$ cat config.mk
export PLATFORM = sky130hd
export DESIGN_NAME = controller_fault_status_reg
export DESIGN_NICKNAME = d
export VERILOG_FILES = /design/src/inc/fault_status_pkg.sv /design/src/verilog/fault_flag_capture.sv /design/src/verilog/controller_fault_status_reg.sv
export SDC_FILE = /design/constraint.sdc
export NUM_CORES = 1
export LEC_CHECK = 0
export BUFFER_PORTS_ARGS = -buffer_cell sky130_fd_sc_hd__clkbuf_2
export CORE_ASPECT_RATIO = 0.7
export CORE_MARGIN = 4
export CORE_UTILIZATION = 41
export DETAILED_ROUTE_END_ITERATION = 16
export GPL_TIMING_DRIVEN = 0
export HOLD_SLACK_MARGIN = 0.12
export PLACE_DENSITY_LB_ADDON = 0.2
export SLEW_MARGIN = 10
export SYNTH_ARGS = -nofsm -noshare
export SYNTH_HDL_FRONTEND = slang
export SYNTH_SLANG_ARGS = --single-unit
$ cat constraint.sdc
create_clock -name CLK -period 1.4 [get_ports CLK]
set_clock_uncertainty 0.2 [all_clocks]
set_input_delay 0.07 -clock CLK [delete_from_list [all_inputs] [get_ports CLK]]
set_output_delay 0.07 -clock CLK [all_outputs]
set_load 0.1 [all_outputs]
$ cat src/inc/fault_status_pkg.sv
// Constants, field positions and state types for the controller fault status register.
// Assumes one 250 MHz clock and a synchronous active-low reset shared by all users.
// Function
// - Read-only 32-bit register E2h, resets zero
// - Bit 31 is OR of fault flags
// - Bit 29 position detect frequency fault
// - Bit 28 position detect first timing fault
// - Bit 27 position detect second timing fault
// - Bit 26 bus current limit status
// - Bit 25 resistance/inductance measurement error
// - Bit 24 back-EMF constant measurement error
// - Bit 23 abnormal speed motor lock
// - Bit 22 abnormal back-EMF motor lock
package fault_status_pkg;

  // ****************************************
  // Register map
  // ****************************************
  localparam int          ADDR_W                  = 8;
  localparam int          DATA_W                  = 32;
  localparam int          FLAG_N                  = 16;
  localparam logic [7:0]  CONTROLLER_FAULT_FLAGS_ADDR = 8'hE2;
  localparam logic [31:0] CONTROLLER_FAULT_FLAGS_RESET = 32'h00000000;
  localparam logic [31:0] RESERVED_MASK           = 32'h40003FFF;

  // ****************************************
  // Field positions
  // ****************************************
  localparam int SUMMARY_BIT                        = 31;
  localparam int POSITION_DETECT_FREQUENCY_FAULT_BIT = 29;
  localparam int POSITION_DETECT_FIRST_TIMING_BIT   = 28;
  localparam int POSITION_DETECT_SECOND_TIMING_BIT  = 27;
  localparam int BUS_CURRENT_LIMIT_BIT              = 26;
  localparam int PARAM_MEASURE_RL_BIT               = 25;
  localparam int PARAM_MEASURE_BACKEMF_BIT          = 24;
  localparam int ABNORMAL_SPEED_LOCK_BIT            = 23;
  localparam int ABNORMAL_BACKEMF_LOCK_BIT          = 22;
  localparam int MOTOR_ABSENT_LOCK_BIT              = 21;
  localparam int ROTOR_STALL_LOCK_BIT               = 20;
  localparam int LOCK_CURRENT_LIMIT_BIT             = 19;
  localparam int HARDWARE_LOCK_CURRENT_LIMIT_BIT    = 18;
  localparam int SUPPLY_LOW_FAULT_BIT               = 17;
  localparam int SUPPLY_HIGH_FAULT_BIT              = 16;
  localparam int VELOCITY_LOOP_SATURATED_BIT        = 15;
  localparam int TORQUE_LOOP_SATURATED_BIT          = 14;
  localparam int FLAG_LSB                           = 14;
  localparam int FLAG_GAP_BIT                       = 30;

  // ****************************************
  // State types
  // ****************************************
  typedef struct packed {
    logic [FLAG_N-1:0] flags;
  } capture_state_t;

  typedef struct packed {
    logic [DATA_W-1:0] rdata;
    logic              rvalid;
  } read_state_t;

endpackage

$ cat src/verilog/fault_flag_capture.sv
// Registers the controller fault flags and forms the summary bit.
// Assumes raw flags come from detection logic on the same clock.
`timescale 1ns/10ps
module fault_flag_capture
  import fault_status_pkg::*;
(
  input  wire logic              CLK,
  input  wire logic              RSTN,
  input  wire logic [FLAG_N-1:0] raw_flags,
  output logic      [FLAG_N-1:0] flags,
  output logic                   summary
);

  capture_state_t state;
  capture_state_t next_state;

  // ****************************************
  // Per-flag capture
  // ****************************************
  always_comb begin
    next_state = state;
    next_state.flags = raw_flags;
  end

  always_ff @(posedge CLK) begin
    if (!RSTN) begin
      state <= '0;
    end else begin
      state <= next_state;
    end
  end

  genvar i;
  generate
    for (i = 0; i < FLAG_N; i++) begin : g_flag
      assign flags[i] = state.flags[i];
    end
  endgenerate

  assign summary = |state.flags;

endmodule

$ cat src/verilog/controller_fault_status_reg.sv
// Controller fault status register with its register read/write port.
// Assumes fault detectors share CLK; clearing of flags happens in the detectors.
`timescale 1ns/10ps
module controller_fault_status_reg
  import fault_status_pkg::*;
(
  input  wire logic              CLK,
  input  wire logic              RSTN,
  input  wire logic [ADDR_W-1:0] REG_ADDR,
  input  wire logic              REG_RD,
  input  wire logic              REG_WR,
  input  wire logic [DATA_W-1:0] REG_WDATA,
  output logic      [DATA_W-1:0] REG_RDATA,
  output logic                   REG_RVALID,
  input  wire logic              POSITION_DETECT_FREQUENCY_FAULT,
  input  wire logic              POSITION_DETECT_FIRST_TIMING_FAULT,
  input  wire logic              POSITION_DETECT_SECOND_TIMING_FAULT,
  input  wire logic              BUS_CURRENT_LIMIT,
  input  wire logic              PARAM_MEASURE_RL_FAULT,
  input  wire logic              PARAM_MEASURE_BACKEMF_FAULT,
  input  wire logic              ABNORMAL_SPEED_LOCK,
  input  wire logic              ABNORMAL_BACKEMF_LOCK,
  input  wire logic              MOTOR_ABSENT_LOCK,
  input  wire logic              ROTOR_STALL_LOCK,
  input  wire logic              LOCK_CURRENT_LIMIT,
  input  wire logic              HARDWARE_LOCK_CURRENT_LIMIT,
  input  wire logic              SUPPLY_LOW_FAULT,
  input  wire logic              SUPPLY_HIGH_FAULT,
  input  wire logic              VELOCITY_LOOP_SATURATED,
  input  wire logic              TORQUE_LOOP_SATURATED
);

  logic [FLAG_N-1:0] raw_flags;
  logic [FLAG_N-1:0] flags;
  logic              summary;
  logic [DATA_W-1:0] status_word;
  read_state_t       state;
  read_state_t       next_state;
  logic              write_seen;

  // ****************************************
  // Flag gathering
  // ****************************************
  assign raw_flags = {
    POSITION_DETECT_FREQUENCY_FAULT,
    POSITION_DETECT_FIRST_TIMING_FAULT,
    POSITION_DETECT_SECOND_TIMING_FAULT,
    BUS_CURRENT_LIMIT,
    PARAM_MEASURE_RL_FAULT,
    PARAM_MEASURE_BACKEMF_FAULT,
    ABNORMAL_SPEED_LOCK,
    ABNORMAL_BACKEMF_LOCK,
    MOTOR_ABSENT_LOCK,
    ROTOR_STALL_LOCK,
    LOCK_CURRENT_LIMIT,
    HARDWARE_LOCK_CURRENT_LIMIT,
    SUPPLY_LOW_FAULT,
    SUPPLY_HIGH_FAULT,
    VELOCITY_LOOP_SATURATED,
    TORQUE_LOOP_SATURATED
  };

  fault_flag_capture u_capture (
    .CLK       (CLK),
    .RSTN      (RSTN),
    .raw_flags (raw_flags),
    .flags     (flags),
    .summary   (summary)
  );

  // ****************************************
  // Status word assembly
  // ****************************************
  always_comb begin
    status_word = CONTROLLER_FAULT_FLAGS_RESET;
    status_word[SUMMARY_BIT] = summary;
    status_word[POSITION_DETECT_FREQUENCY_FAULT_BIT:FLAG_LSB] = {flags[FLAG_N-1], 1'b0} == 2'h0
      ? {1'b0, flags[FLAG_N-2:0]}
      : {1'b1, flags[FLAG_N-2:0]};
  end

  // ****************************************
  // Register read port
  // ****************************************
  assign write_seen = REG_WR;

  always_comb begin
    next_state = state;
    next_state.rvalid = REG_RD;
    if (REG_RD) begin
      if (REG_ADDR == CONTROLLER_FAULT_FLAGS_ADDR) begin
        next_state.rdata = status_word;
      end else begin
        next_state.rdata = '0;
      end
    end
  end

  always_ff @(posedge CLK) begin
    if (!RSTN) begin
      state <= '{rdata: CONTROLLER_FAULT_FLAGS_RESET, rvalid: 1'b0};
    end else begin
      state <= next_state;
    end
  end

  assign REG_RDATA  = state.rdata;
  assign REG_RVALID = state.rvalid;
endmodule

==> flow_summary_export.csv, run 1 <==
group,metric,value,unit
grt,antenna_found_initial,0,
detailed_routing,vias,1170,
synth,synth_top_area_frac,0.4936,
synth,ys_seq_area_frac,0.4936,
run_status,status,"finished, violations left",
setup_path,critPathRequiredTime,1.36,ns
place,port_buffers,44,
synth,syn_area_per_cell,10.21,um2
synth,synth_edf_count,0,
place,dp_hpwl,2410,um
sta,setup_tns,0,ns
clock_network,clk_pin_slew_worst_paths,0.06,ns
run_status,violations,"hold timing",
power,powerDensity,1020,nW/um2
setup_path,cp.arrival,1.31,ns
detailed_routing,drc,0,
cells_and_area,post-route-util,0.6290,
place,place.gp.congestion,0.7532,
setup_path,cp-end-kind,"flop",
die,initial_core_util,0.4322,
place,placed_cell_area,1720,um2
synth,ys_top_cells_by_count,"34 x dfxtp_1, 18 x and2_1, 17 x buf_4, 17 x nand4_1, 16 x nand2b_1",
sta,maxSlewViolCount,0,
clock_network,cts_tree,"done",
synth,syn-instance-count,135,
cells_and_area,stdcell_area,2007,um2
synth,ys_ff_latch,34,
sta,max_freq,0.7423,GHz
cells_and_area,syn_to_final_growth,45.55,%
setup_path,slowest_stage,"dlygate4sd3_1",
synth,synth_area,1379,um2
sta,slew_headroom,0.6377,
sta,finalSetupViolations,0,
setup_path,r2r_end,"REG_RDATA[31]$_SDFFE_PN0P_",
synth,synth.distinct_cells,14,
setup_path,critPathMaxStageDelay,0.69,ns
min_path,min_from,"REG_ADDR[3]",
sta,hold_ws,-0.03473,ns
sta,tightest_slew,0.5458,ns
clock_network,cts_sinks,34,
grt,grt_max_degree,11,
grt,grt_pass1_wl,5147,um
clock_network,cts_root_buf,"clkbuf_8",
detailed_routing,ant_nets,0,
die,die_h,56.52,um
synth,async_flop_share,0,
detailed_routing,drt-initial-drc-count,64,
min_path,hold_depth,4,
setup_path,r2r-start,"u_capture.flags[15]$_SDFF_PN0_",
power,ir_worst_vdd,0.8092,mV
cells_and_area,finalNetCount,281,
setup_path,worstPathMaxFanout,7,
job,drv_cap,0,
die,core_area,3191,um2
die,die_w,77.31,um
die,die-area,4370,um2
detailed_routing,vias_per_cell,4.517,
min_path,min_path_type,"input port to flop",
clock_network,cts_setup_buffers,0,
synth,synth_most_common_cell,"dfxtp_1",
sta,hold_viol_final,6,
setup_path,crit_type,"input port to flop",
synth,synth_top_area_cell,"dfxtp_1",
cells_and_area,drive_gt1_frac,0.3937,
synth,yosysWarnings,0,
die,core.rowCount,17,
clock_network,htreeDepth,2,
die,io_pins,93,
cells_and_area,n_antenna_cell,0,
clock_network,clkLatencyLatePin,0.27,ns
sta,rsz0062_at_grt,"no",
synth,ys.flop_type,"dfxtp_1",
setup_path,path_cells,"clkbuf_2 > dlygate4sd3_1 > and3b_1 > a41o_2",
min_path,min_to,"REG_RDATA[26]$_SDFFE_PN0P_",
detailed_routing,dr.pass1.iters,4,
setup_path,r2r_cells,3,
synth,netlist_top_cells_area,"dfxtp_1 49%, buf_4 9.3%, and2_1 8.2%",
detailed_routing,finalWirelength,3184,um
clock_network,clock_path_buffers,2,
detailed_routing,wl_per_cell,12.29,um
sta,fin_crit,1.347,ns
clock_network,hold_buffers,21,
grt,grt-ovfl-total,0,
setup_path,cp-start-kind,"input port",
setup_path,rrSetupSlack,0.06,ns
sta,fin_crit_sh,0.9622,
grt,track_usage,0.1484,
power,power.leakage,0.9106,nW
clock_network,cts_buffers,5,
grt,first_global_vias,1110,
clock_network,cts_resized,0,
through the flow:
step	worst slack, ns	instances	total power [mW]
floorplan	0.1515	149	1.313
global placement	0.05106	231	1.369
detailed placement	-0.002785	231	1.373
CTS	0.06218	259	2.051
global route	0.00003941	259	2.127
finish	0.05290	259	2.047
worst max path at each step:
stage | startpoint | endpoint | cells after the start
finish | REG_RD | REG_RDATA[31]$_SDFFE_PN0P_ | 4
global route | REG_RD | REG_RDATA[31]$_SDFFE_PN0P_ | 4
CTS | u_capture.flags[15]$_SDFF_PN0_ | REG_RDATA[31]$_SDFFE_PN0P_ | 3
detailed placement | REG_ADDR[3] | REG_RDATA[15]$_SDFFE_PN0P_ | 5
global placement | REG_ADDR[3] | REG_RDATA[22]$_SDFFE_PN0P_ | 5
floorplan | REG_RDATA[31]$_SDFFE_PN0P_ | REG_RDATA[31]$_SDFFE_PN0P_ | 2
critical path, delay by kind of cell:
family	cells	cell delay (ns)
buf+inv	2	0.81
simple gates	1	0.22
compound gates	1	0.22
kinds of logic (layout without fill, tap and decap cells):
family,count (synthesis),after routing,synth area share
other cells,1,15,0.002720
simple gates,59,59,0.2858
buf+inv,24,96,0.1225
compound gates,17,17,0.09528
flops,34,34,0.4936
cells in the final DEF (no fill, tap or decap):
cell / Yosys / routed
dlygate4sd3_1: 0 / 21
and2_1: 18 / 18
a41o_2: 1 / 1
buf_6: 2 / 2
dfxtp_1: 34 / 17
clkbuf_2: 0 / 44
nor4b_4: 1 / 1
nand2b_1: 16 / 16
nand4_1: 17 / 17
clkbuf_8: 0 / 5
clkbuf_1: 5 / 7
conb_1: 1 / 15
and3b_1: 3 / 3
a21boi_0: 6 / 6
nor4_1: 4 / 4
buf_4: 17 / 17
dfxtp_2: 0 / 17
a21boi_1: 10 / 10
state kept, by name, indices dropped and copies added, names as in the netlist:
name and count:
u_capture.flags 16, REG_RDATA 17, REG_RVALID 1
power by group:
| group | leakage (nW) | internal (mW) | total, mW | switching (mW) |
|---|---|---|---|---|
| Sequential | 0.287 | 0.994 | 1.01 | 0.0156 |
| Clock | 0.0383 | 0.342 | 0.645 | 0.303 |
| Combinational | 0.585 | 0.137 | 0.393 | 0.256 |
| Total | 0.911 | 1.47 | 2.05 | 0.574 |
metal layers:
layer | vias to the layer above | part of all wire | GRT usage
li1 | 608 | - | -
met1 | 517 | 0.47 | 0.2002
met2 | 41 | 0.45 | 0.2288
met3 | 4 | 0.073 | 0.04968
met4 | 0 | 0.0091 | 0.03553
met5 | - | 0 | 0
cell type report:
class                   instances  area, um2
well taps                      38      47.55
clock buffers                   7      76.32
flip-flops and latches         34      701.9
multi-input cells              91      581.8
repair buffers                 65      430.4
plain buffers                  24      168.9
fillers                       269       1184
No activity file was read; power rests on OpenSTA's default activity.
==> run 2, diff against run 1 <==
--- a/config.mk
+++ b/config.mk
@@ -8,11 +8,12 @@
 export BUFFER_PORTS_ARGS = -buffer_cell sky130_fd_sc_hd__clkbuf_2
 export CORE_ASPECT_RATIO = 0.7
 export CORE_MARGIN = 4
-export CORE_UTILIZATION = 41
+export CORE_UTILIZATION = 35
 export DETAILED_ROUTE_END_ITERATION = 16
 export GPL_TIMING_DRIVEN = 0
 export HOLD_SLACK_MARGIN = 0.12
 export PLACE_DENSITY_LB_ADDON = 0.2
+export REMOVE_ABC_BUFFERS = 1
 export SLEW_MARGIN = 10
 export SYNTH_ARGS = -nofsm -noshare
 export SYNTH_HDL_FRONTEND = slang
==> flow_summary_export.csv, run 2 (synthesis results as in run 1) <==
group,metric,value,unit
die,initial_core_util,0.3779,
power,powerDensity,1115,nW/um2
clock_network,htreeDepth,2,
cells_and_area,layout_commonest_cell,"clkbuf_2",
detailed_routing,vias_per_cell,4.430,
setup_path,crit_path_start,"REG_RDATA[15]$_SDFFE_PN0P_",
min_path,min_path_type,"input port to flop",
detailed_routing,drc,0,
setup_path,cp-start-kind,"flop",
cells_and_area,layout_common_cells,"43 x clkbuf_2, 32 x dfxtp_1, 19 x dlygate4sd3_1",
grt,antenna_found_initial,0,
grt,grt-ovfl-total,0,
setup_path,timing.critical_path.to,"REG_RDATA[15]",
setup_path,crit_family,"buffers and inverters",
detailed_routing,ant_nets,0,
sta,slew_headroom,0.5884,
detailed_routing,dr.pass1.iters,2,
die,die_w,83.02,um
die,core.rowCount,18,
power,ir_worst_vdd,0.5858,mV
die,io_pins,93,
setup_path,r2r_end,"REG_RDATA[31]$_SDFFE_PN0P_",
sta,hold_ws,0.05241,ns
clock_network,cts_tree,"done",
cells_and_area,stdcell_count,249,
setup_path,r2r-start,"u_capture.flags[1]$_SDFF_PN0_",
grt,track_usage,0.1197,
cells_and_area,n_antenna_cell,0,
setup_path,critPathRequiredTime,1.13,ns
sta,worst_slack,0.04588,ns
grt,grt_max_degree,35,
run_status,status,"finished clean",
die,die_h,60.52,um
clock_network,cts_buffers,5,
sta,tightest_slew,0.6174,ns
setup_path,cp.arrival,1.08,ns
sta,hold_viol_final,0,
detailed_routing,wl_per_cell,11.98,um
cells_and_area,drive_gt1_frac,0.3216,
setup_path,crit_type,"flop to primary output",
setup_path,cp.depth,1,
place,port_buffers,44,
clock_network,clk_pin_slew_worst_paths,0.07,ns
place,dp.cells,219,
cells_and_area,finalNetCount,258,
setup_path,cp-end-kind,"primary output",
cells_and_area,largest_reg_flops,17,
min_path,min_from,"REG_ADDR[3]",
job,drv_cap,0,
sta,fin_crit,1.354,ns
setup_path,r2r_cells,3,
grt,grt_pass1_wl,4671,um
setup_path,worst-path-buf-inv,1,
die,core_area,3649,um2
setup_path,rrSetupSlack,0.06,ns
sta,maxSlewViolCount,0,
die,die-area,5024,um2
detailed_routing,finalWirelength,2982,um
clock_network,cts_sinks,34,
place,dp_hpwl,1992,um
sta,max_freq,0.7385,GHz
clock_network,clkLatencyLatePin,0.28,ns
power,power.leakage,0.8171,nW
detailed_routing,drt-initial-drc-count,49,
place,place.gp.congestion,0.7142,
sta,finalSetupViolations,0,
setup_path,path_cells,"clkbuf_2",
setup_path,slowest_stage,"clkbuf_2",
place,place_ws,-0.2066,ns
detailed_routing,vias,1103,
sta,fin_crit_sh,0.9672,
cells_and_area,syn_to_final_growth,37.75,%
cells_and_area,fill_cells,362,
setup_path,critPathMaxStageDelay,0.46,ns
clock_network,cts_root_buf,"clkbuf_8",
setup_path,worstPathMaxFanout,2,
grt,first_global_vias,1072,
clock_network,clock_path_buffers,2,
-- run 2: cell count changes in the layout (fill, tap and decap cells not counted), sizes merged --
cell	delta
buf	-15
dlygate4sd3	-2
clkinv	+1
clkinvlp	+1
clkbuf	-7
-- run 2: area by class of cell --
type                    count  area [um2]  area share
multi-input cells          91       625.6      0.3294
well taps                  50       62.56     0.03294
repair buffers             66       432.9      0.2279
clock inverters             2       12.51    0.006588
flip-flops and latches     34       683.2      0.3597
clock buffers               6       82.58     0.04348
-- run 2: how the worst min path moves through the flow --
stage	cells after the start	to	slack, ns
floorplan	1	u_capture.flags[0]$_SDFF_PN0_	-0.008
global placement	2	u_capture.flags[2]$_SDFF_PN0_	0.08
detailed placement	2	u_capture.flags[3]$_SDFF_PN0_	0.08
CTS	4	REG_RDATA[15]$_SDFFE_PN0P_	-0.02
global route	5	REG_RDATA[26]$_SDFFE_PN0P_	0.06
finish	5	REG_RDATA[26]$_SDFFE_PN0P_	0.05
-- run 2: power breakdown --
part / internal (mW) / switching, mW
sequential: 0.994 / 0.0216
combinational: 0.105 / 0.251
clock: 0.395 / 0.351
-- run 2: per-stage QoR --
stage | area, um2 | util | total power [mW] | TNS (ns)
after floorplan | 1262 | - | 1.263 | -0.7947
after global placement | 1545 | 0.4235 | 1.328 | -2.310
after detailed placement | 1545 | 0.4235 | 1.331 | -2.397
after CTS | 1827 | 0.5007 | 2.116 | 0
after global routing | 1899 | 0.5206 | 2.203 | -0.008329
final | 1899 | 0.5206 | 2.118 | 0
-- run 2: per-layer routing --
| layer | wire, um | share of wire | track usage |
|---|---|---|---|
| met5 | 0 | 0 | 0 |
| met4 | 37 | 0.012 | 0.05128 |
| met3 | 225 | 0.075 | 0.05427 |
| met2 | 1457 | 0.49 | 0.2021 |
| met1 | 1262 | 0.42 | 0.1353 |
-- run 2: what timing repair did --
| item | CTS | global route |
|---|---|---|
| setup endpoints to repair | 1 | 7 |
| resized for setup | 1 | 9 |
| hold buffers | 18 | 1 |
| setup buffers | 0 | 3 |
| endpoints found under the hold margin | 34 | 12 |
| pin swaps | 0 | 5 |
==> run 3, diff against run 2 <==
--- a/config.mk
+++ b/config.mk
@@ -5,15 +5,14 @@
 export SDC_FILE = /design/constraint.sdc
 export NUM_CORES = 1
 export LEC_CHECK = 0
-export BUFFER_PORTS_ARGS = -buffer_cell sky130_fd_sc_hd__clkbuf_2
 export CORE_ASPECT_RATIO = 0.7
 export CORE_MARGIN = 4
 export CORE_UTILIZATION = 35
 export DETAILED_ROUTE_END_ITERATION = 16
+export DONT_BUFFER_PORTS = 1
 export GPL_TIMING_DRIVEN = 0
 export HOLD_SLACK_MARGIN = 0.12
 export PLACE_DENSITY_LB_ADDON = 0.2
-export REMOVE_ABC_BUFFERS = 1
 export SLEW_MARGIN = 10
 export SYNTH_ARGS = -nofsm -noshare
 export SYNTH_HDL_FRONTEND = slang
==> constraint.sdc (replaced) <==
create_clock -name CLK -period 1.5 [get_ports CLK]
set_clock_uncertainty 0.2 [all_clocks]
set_input_delay 0.075 -clock CLK [delete_from_list [all_inputs] [get_ports CLK]]
set_output_delay 0.075 -clock CLK [all_outputs]
set_load 0.1 [all_outputs]
==> flow_summary_export.csv, run 3 (synthesis results as in run 1) <==
group,metric,value,unit
place,dp.cells,199,
power,p_sw_frac,0.2872,
sta,finalSetupViolations,0,
power,ir_worst_vdd,0.5059,mV
sta,tightest_slew,0.5554,ns
run_status,status,"finished, violations left",
setup_path,critPathRequiredTime,1.51,ns
detailed_routing,dr.pass1.iters,4,
setup_path,cp-end-kind,"flop",
die,die_h,60.52,um
cells_and_area,largest_reg_flops,17,
grt,grt-ovfl-total,0,
cells_and_area,layout_common_cells,"44 x dlygate4sd3_1, 19 x buf_4, 18 x dfxtp_2, 18 x and2_1, 17 x nand4_1",
cells_and_area,n_antenna_cell,0,
die,io_pins,93,
sta,fin_crit,1.434,ns
clock_network,cts_root_buf,"clkbuf_8",
power,p_seq_frac,0.474,
clock_network,cts_buffers,5,
sta,rsz0062_at_grt,"no",
grt,antenna_found_initial,0,
sta,slew_headroom,0.6297,
sta,maxSlewViolCount,0,
die,initial_core_util,0.3779,
detailed_routing,drt-initial-drc-count,29,
cells_and_area,post-route-util,0.5700,
power,p_int,1.434,mW
detailed_routing,vias_per_cell,4.482,
power,p_switching,0.5778,mW
detailed_routing,finalWirelength,3531,um
sta,hold_ws,-0.1784,ns
sta,worst_slack,0.06573,ns
die,die_w,83.02,um
setup_path,crit_type,"flop to flop",
clock_network,cts_tree,"done",
clock_network,cts_sinks,34,
power,power.total,2.012,mW
power,pwr-share-clk,0.346,
die,die-area,5024,um2
setup_path,cp.arrival,1.44,ns
clock_network,clkLatencyLatePin,0.29,ns
cells_and_area,syn_to_final_growth,50.82,%
cells_and_area,stdcell_area,2079,um2
place,dp_hpwl,2278,um
detailed_routing,drc,0,
setup_path,rrSetupSlack,0.07,ns
clock_network,htreeDepth,2,
cells_and_area,finalNetCount,262,
die,core.rowCount,18,
cells_and_area,drive_gt1_frac,0.2512,
cells_and_area,layout_commonest_cell,"dlygate4sd3_1",
job,drv_cap,0,
detailed_routing,ant_nets,0,
run_status,violations,"hold timing",
power,combPwrFrac,0.180,
cells_and_area,stdcell_count,253,
detailed_routing,wl_per_cell,13.96,um
clock_network,clock_path_buffers,2,
grt,first_global_vias,1183,
sta,max_freq,0.6972,GHz
grt,grt_max_degree,11,
place,place.gp.congestion,0.7094,
setup_path,worstPathMaxFanout,2,
setup_path,cp-start-kind,"flop",
place,place_ws,-0.03185,ns
min_path,min_path_type,"input port to flop",
place,placed_cell_area,1495,um2
detailed_routing,vias,1134,
clock_network,hold_buffers,45,
sta,hold_viol_final,1,
die,core_area,3649,um2
sta,setup_tns,0,ns
power,powerDensity,967.5,nW/um2
power,power.leakage,0.8450,nW
place,port_buffers,0,
grt,track_usage,0.1466,
cells_and_area,fill_cells,327,
clock_network,clk_pin_slew_worst_paths,0.07,ns
grt,grt_pass1_wl,5561,um
sta,fin_crit_sh,0.9562,
-- run 3: area by class of cell --
type / count / area (um2) / share of cell area
Timing Repair Buffer: 46 / 455.4 / 0.2190
Sequential cell: 34 / 703.2 / 0.3381
Tap cell: 50 / 62.56 / 0.03008
Clock inverter: 1 / 5.005 / 0.002407
Clock buffer: 7 / 86.33 / 0.04152
Buffer: 24 / 168.9 / 0.08123
Multi-Input combinational cell: 91 / 598.1 / 0.2876
-- run 3: power groups by stage --
stage	Sequential, mW	Clock, mW	Combinational [mW]
detailed placement	0.973	0	0.274
finish	0.955	0.696	0.361
global placement	0.973	0	0.273
floorplan	0.969	0	0.257
global route	0.957	0.736	0.380
CTS	0.952	0.705	0.353
-- run 3: repair_timing --
item,CTS,global route
setup buffers,0,2
endpoints found under the setup margin,31,7
cloned,0,0
hold endpoints to repair,34,9
resized for setup,17,5
pin swaps,0,1
-- run 3: metal layers --
metal	share of wire	wire [um]	vias to the layer above	GRT usage
met5	0	0	-	0
met4	0.024	86	0	0.08858
met3	0.095	336	10	0.06920
met2	0.45	1576	40	0.2397
met1	0.43	1531	518	0.1604
li1	-	-	566	-
-- run 3: final timing paths --
| path | from | to | cells after the start |
|---|---|---|---|
| min reg2reg | u_capture.flags[5]$_SDFF_PN0_ | REG_RDATA[19]$_SDFFE_PN0P_ | 2 |
| max reg2reg | u_capture.flags[2]$_SDFF_PN0_ | REG_RDATA[16]$_SDFFE_PN0P_ | 3 |
| min | REG_ADDR[0] | REG_RDATA[25]$_SDFFE_PN0P_ | 3 |
| max | u_capture.flags[2]$_SDFF_PN0_ | REG_RDATA[16]$_SDFFE_PN0P_ | 3 |
-- run 3: critical path: stages, from the launching register on --
cell and delay [ns]:
dfxtp_1 0.34, nand4_1 0.07, dlygate4sd3_1 0.59, a21boi_0 0.16
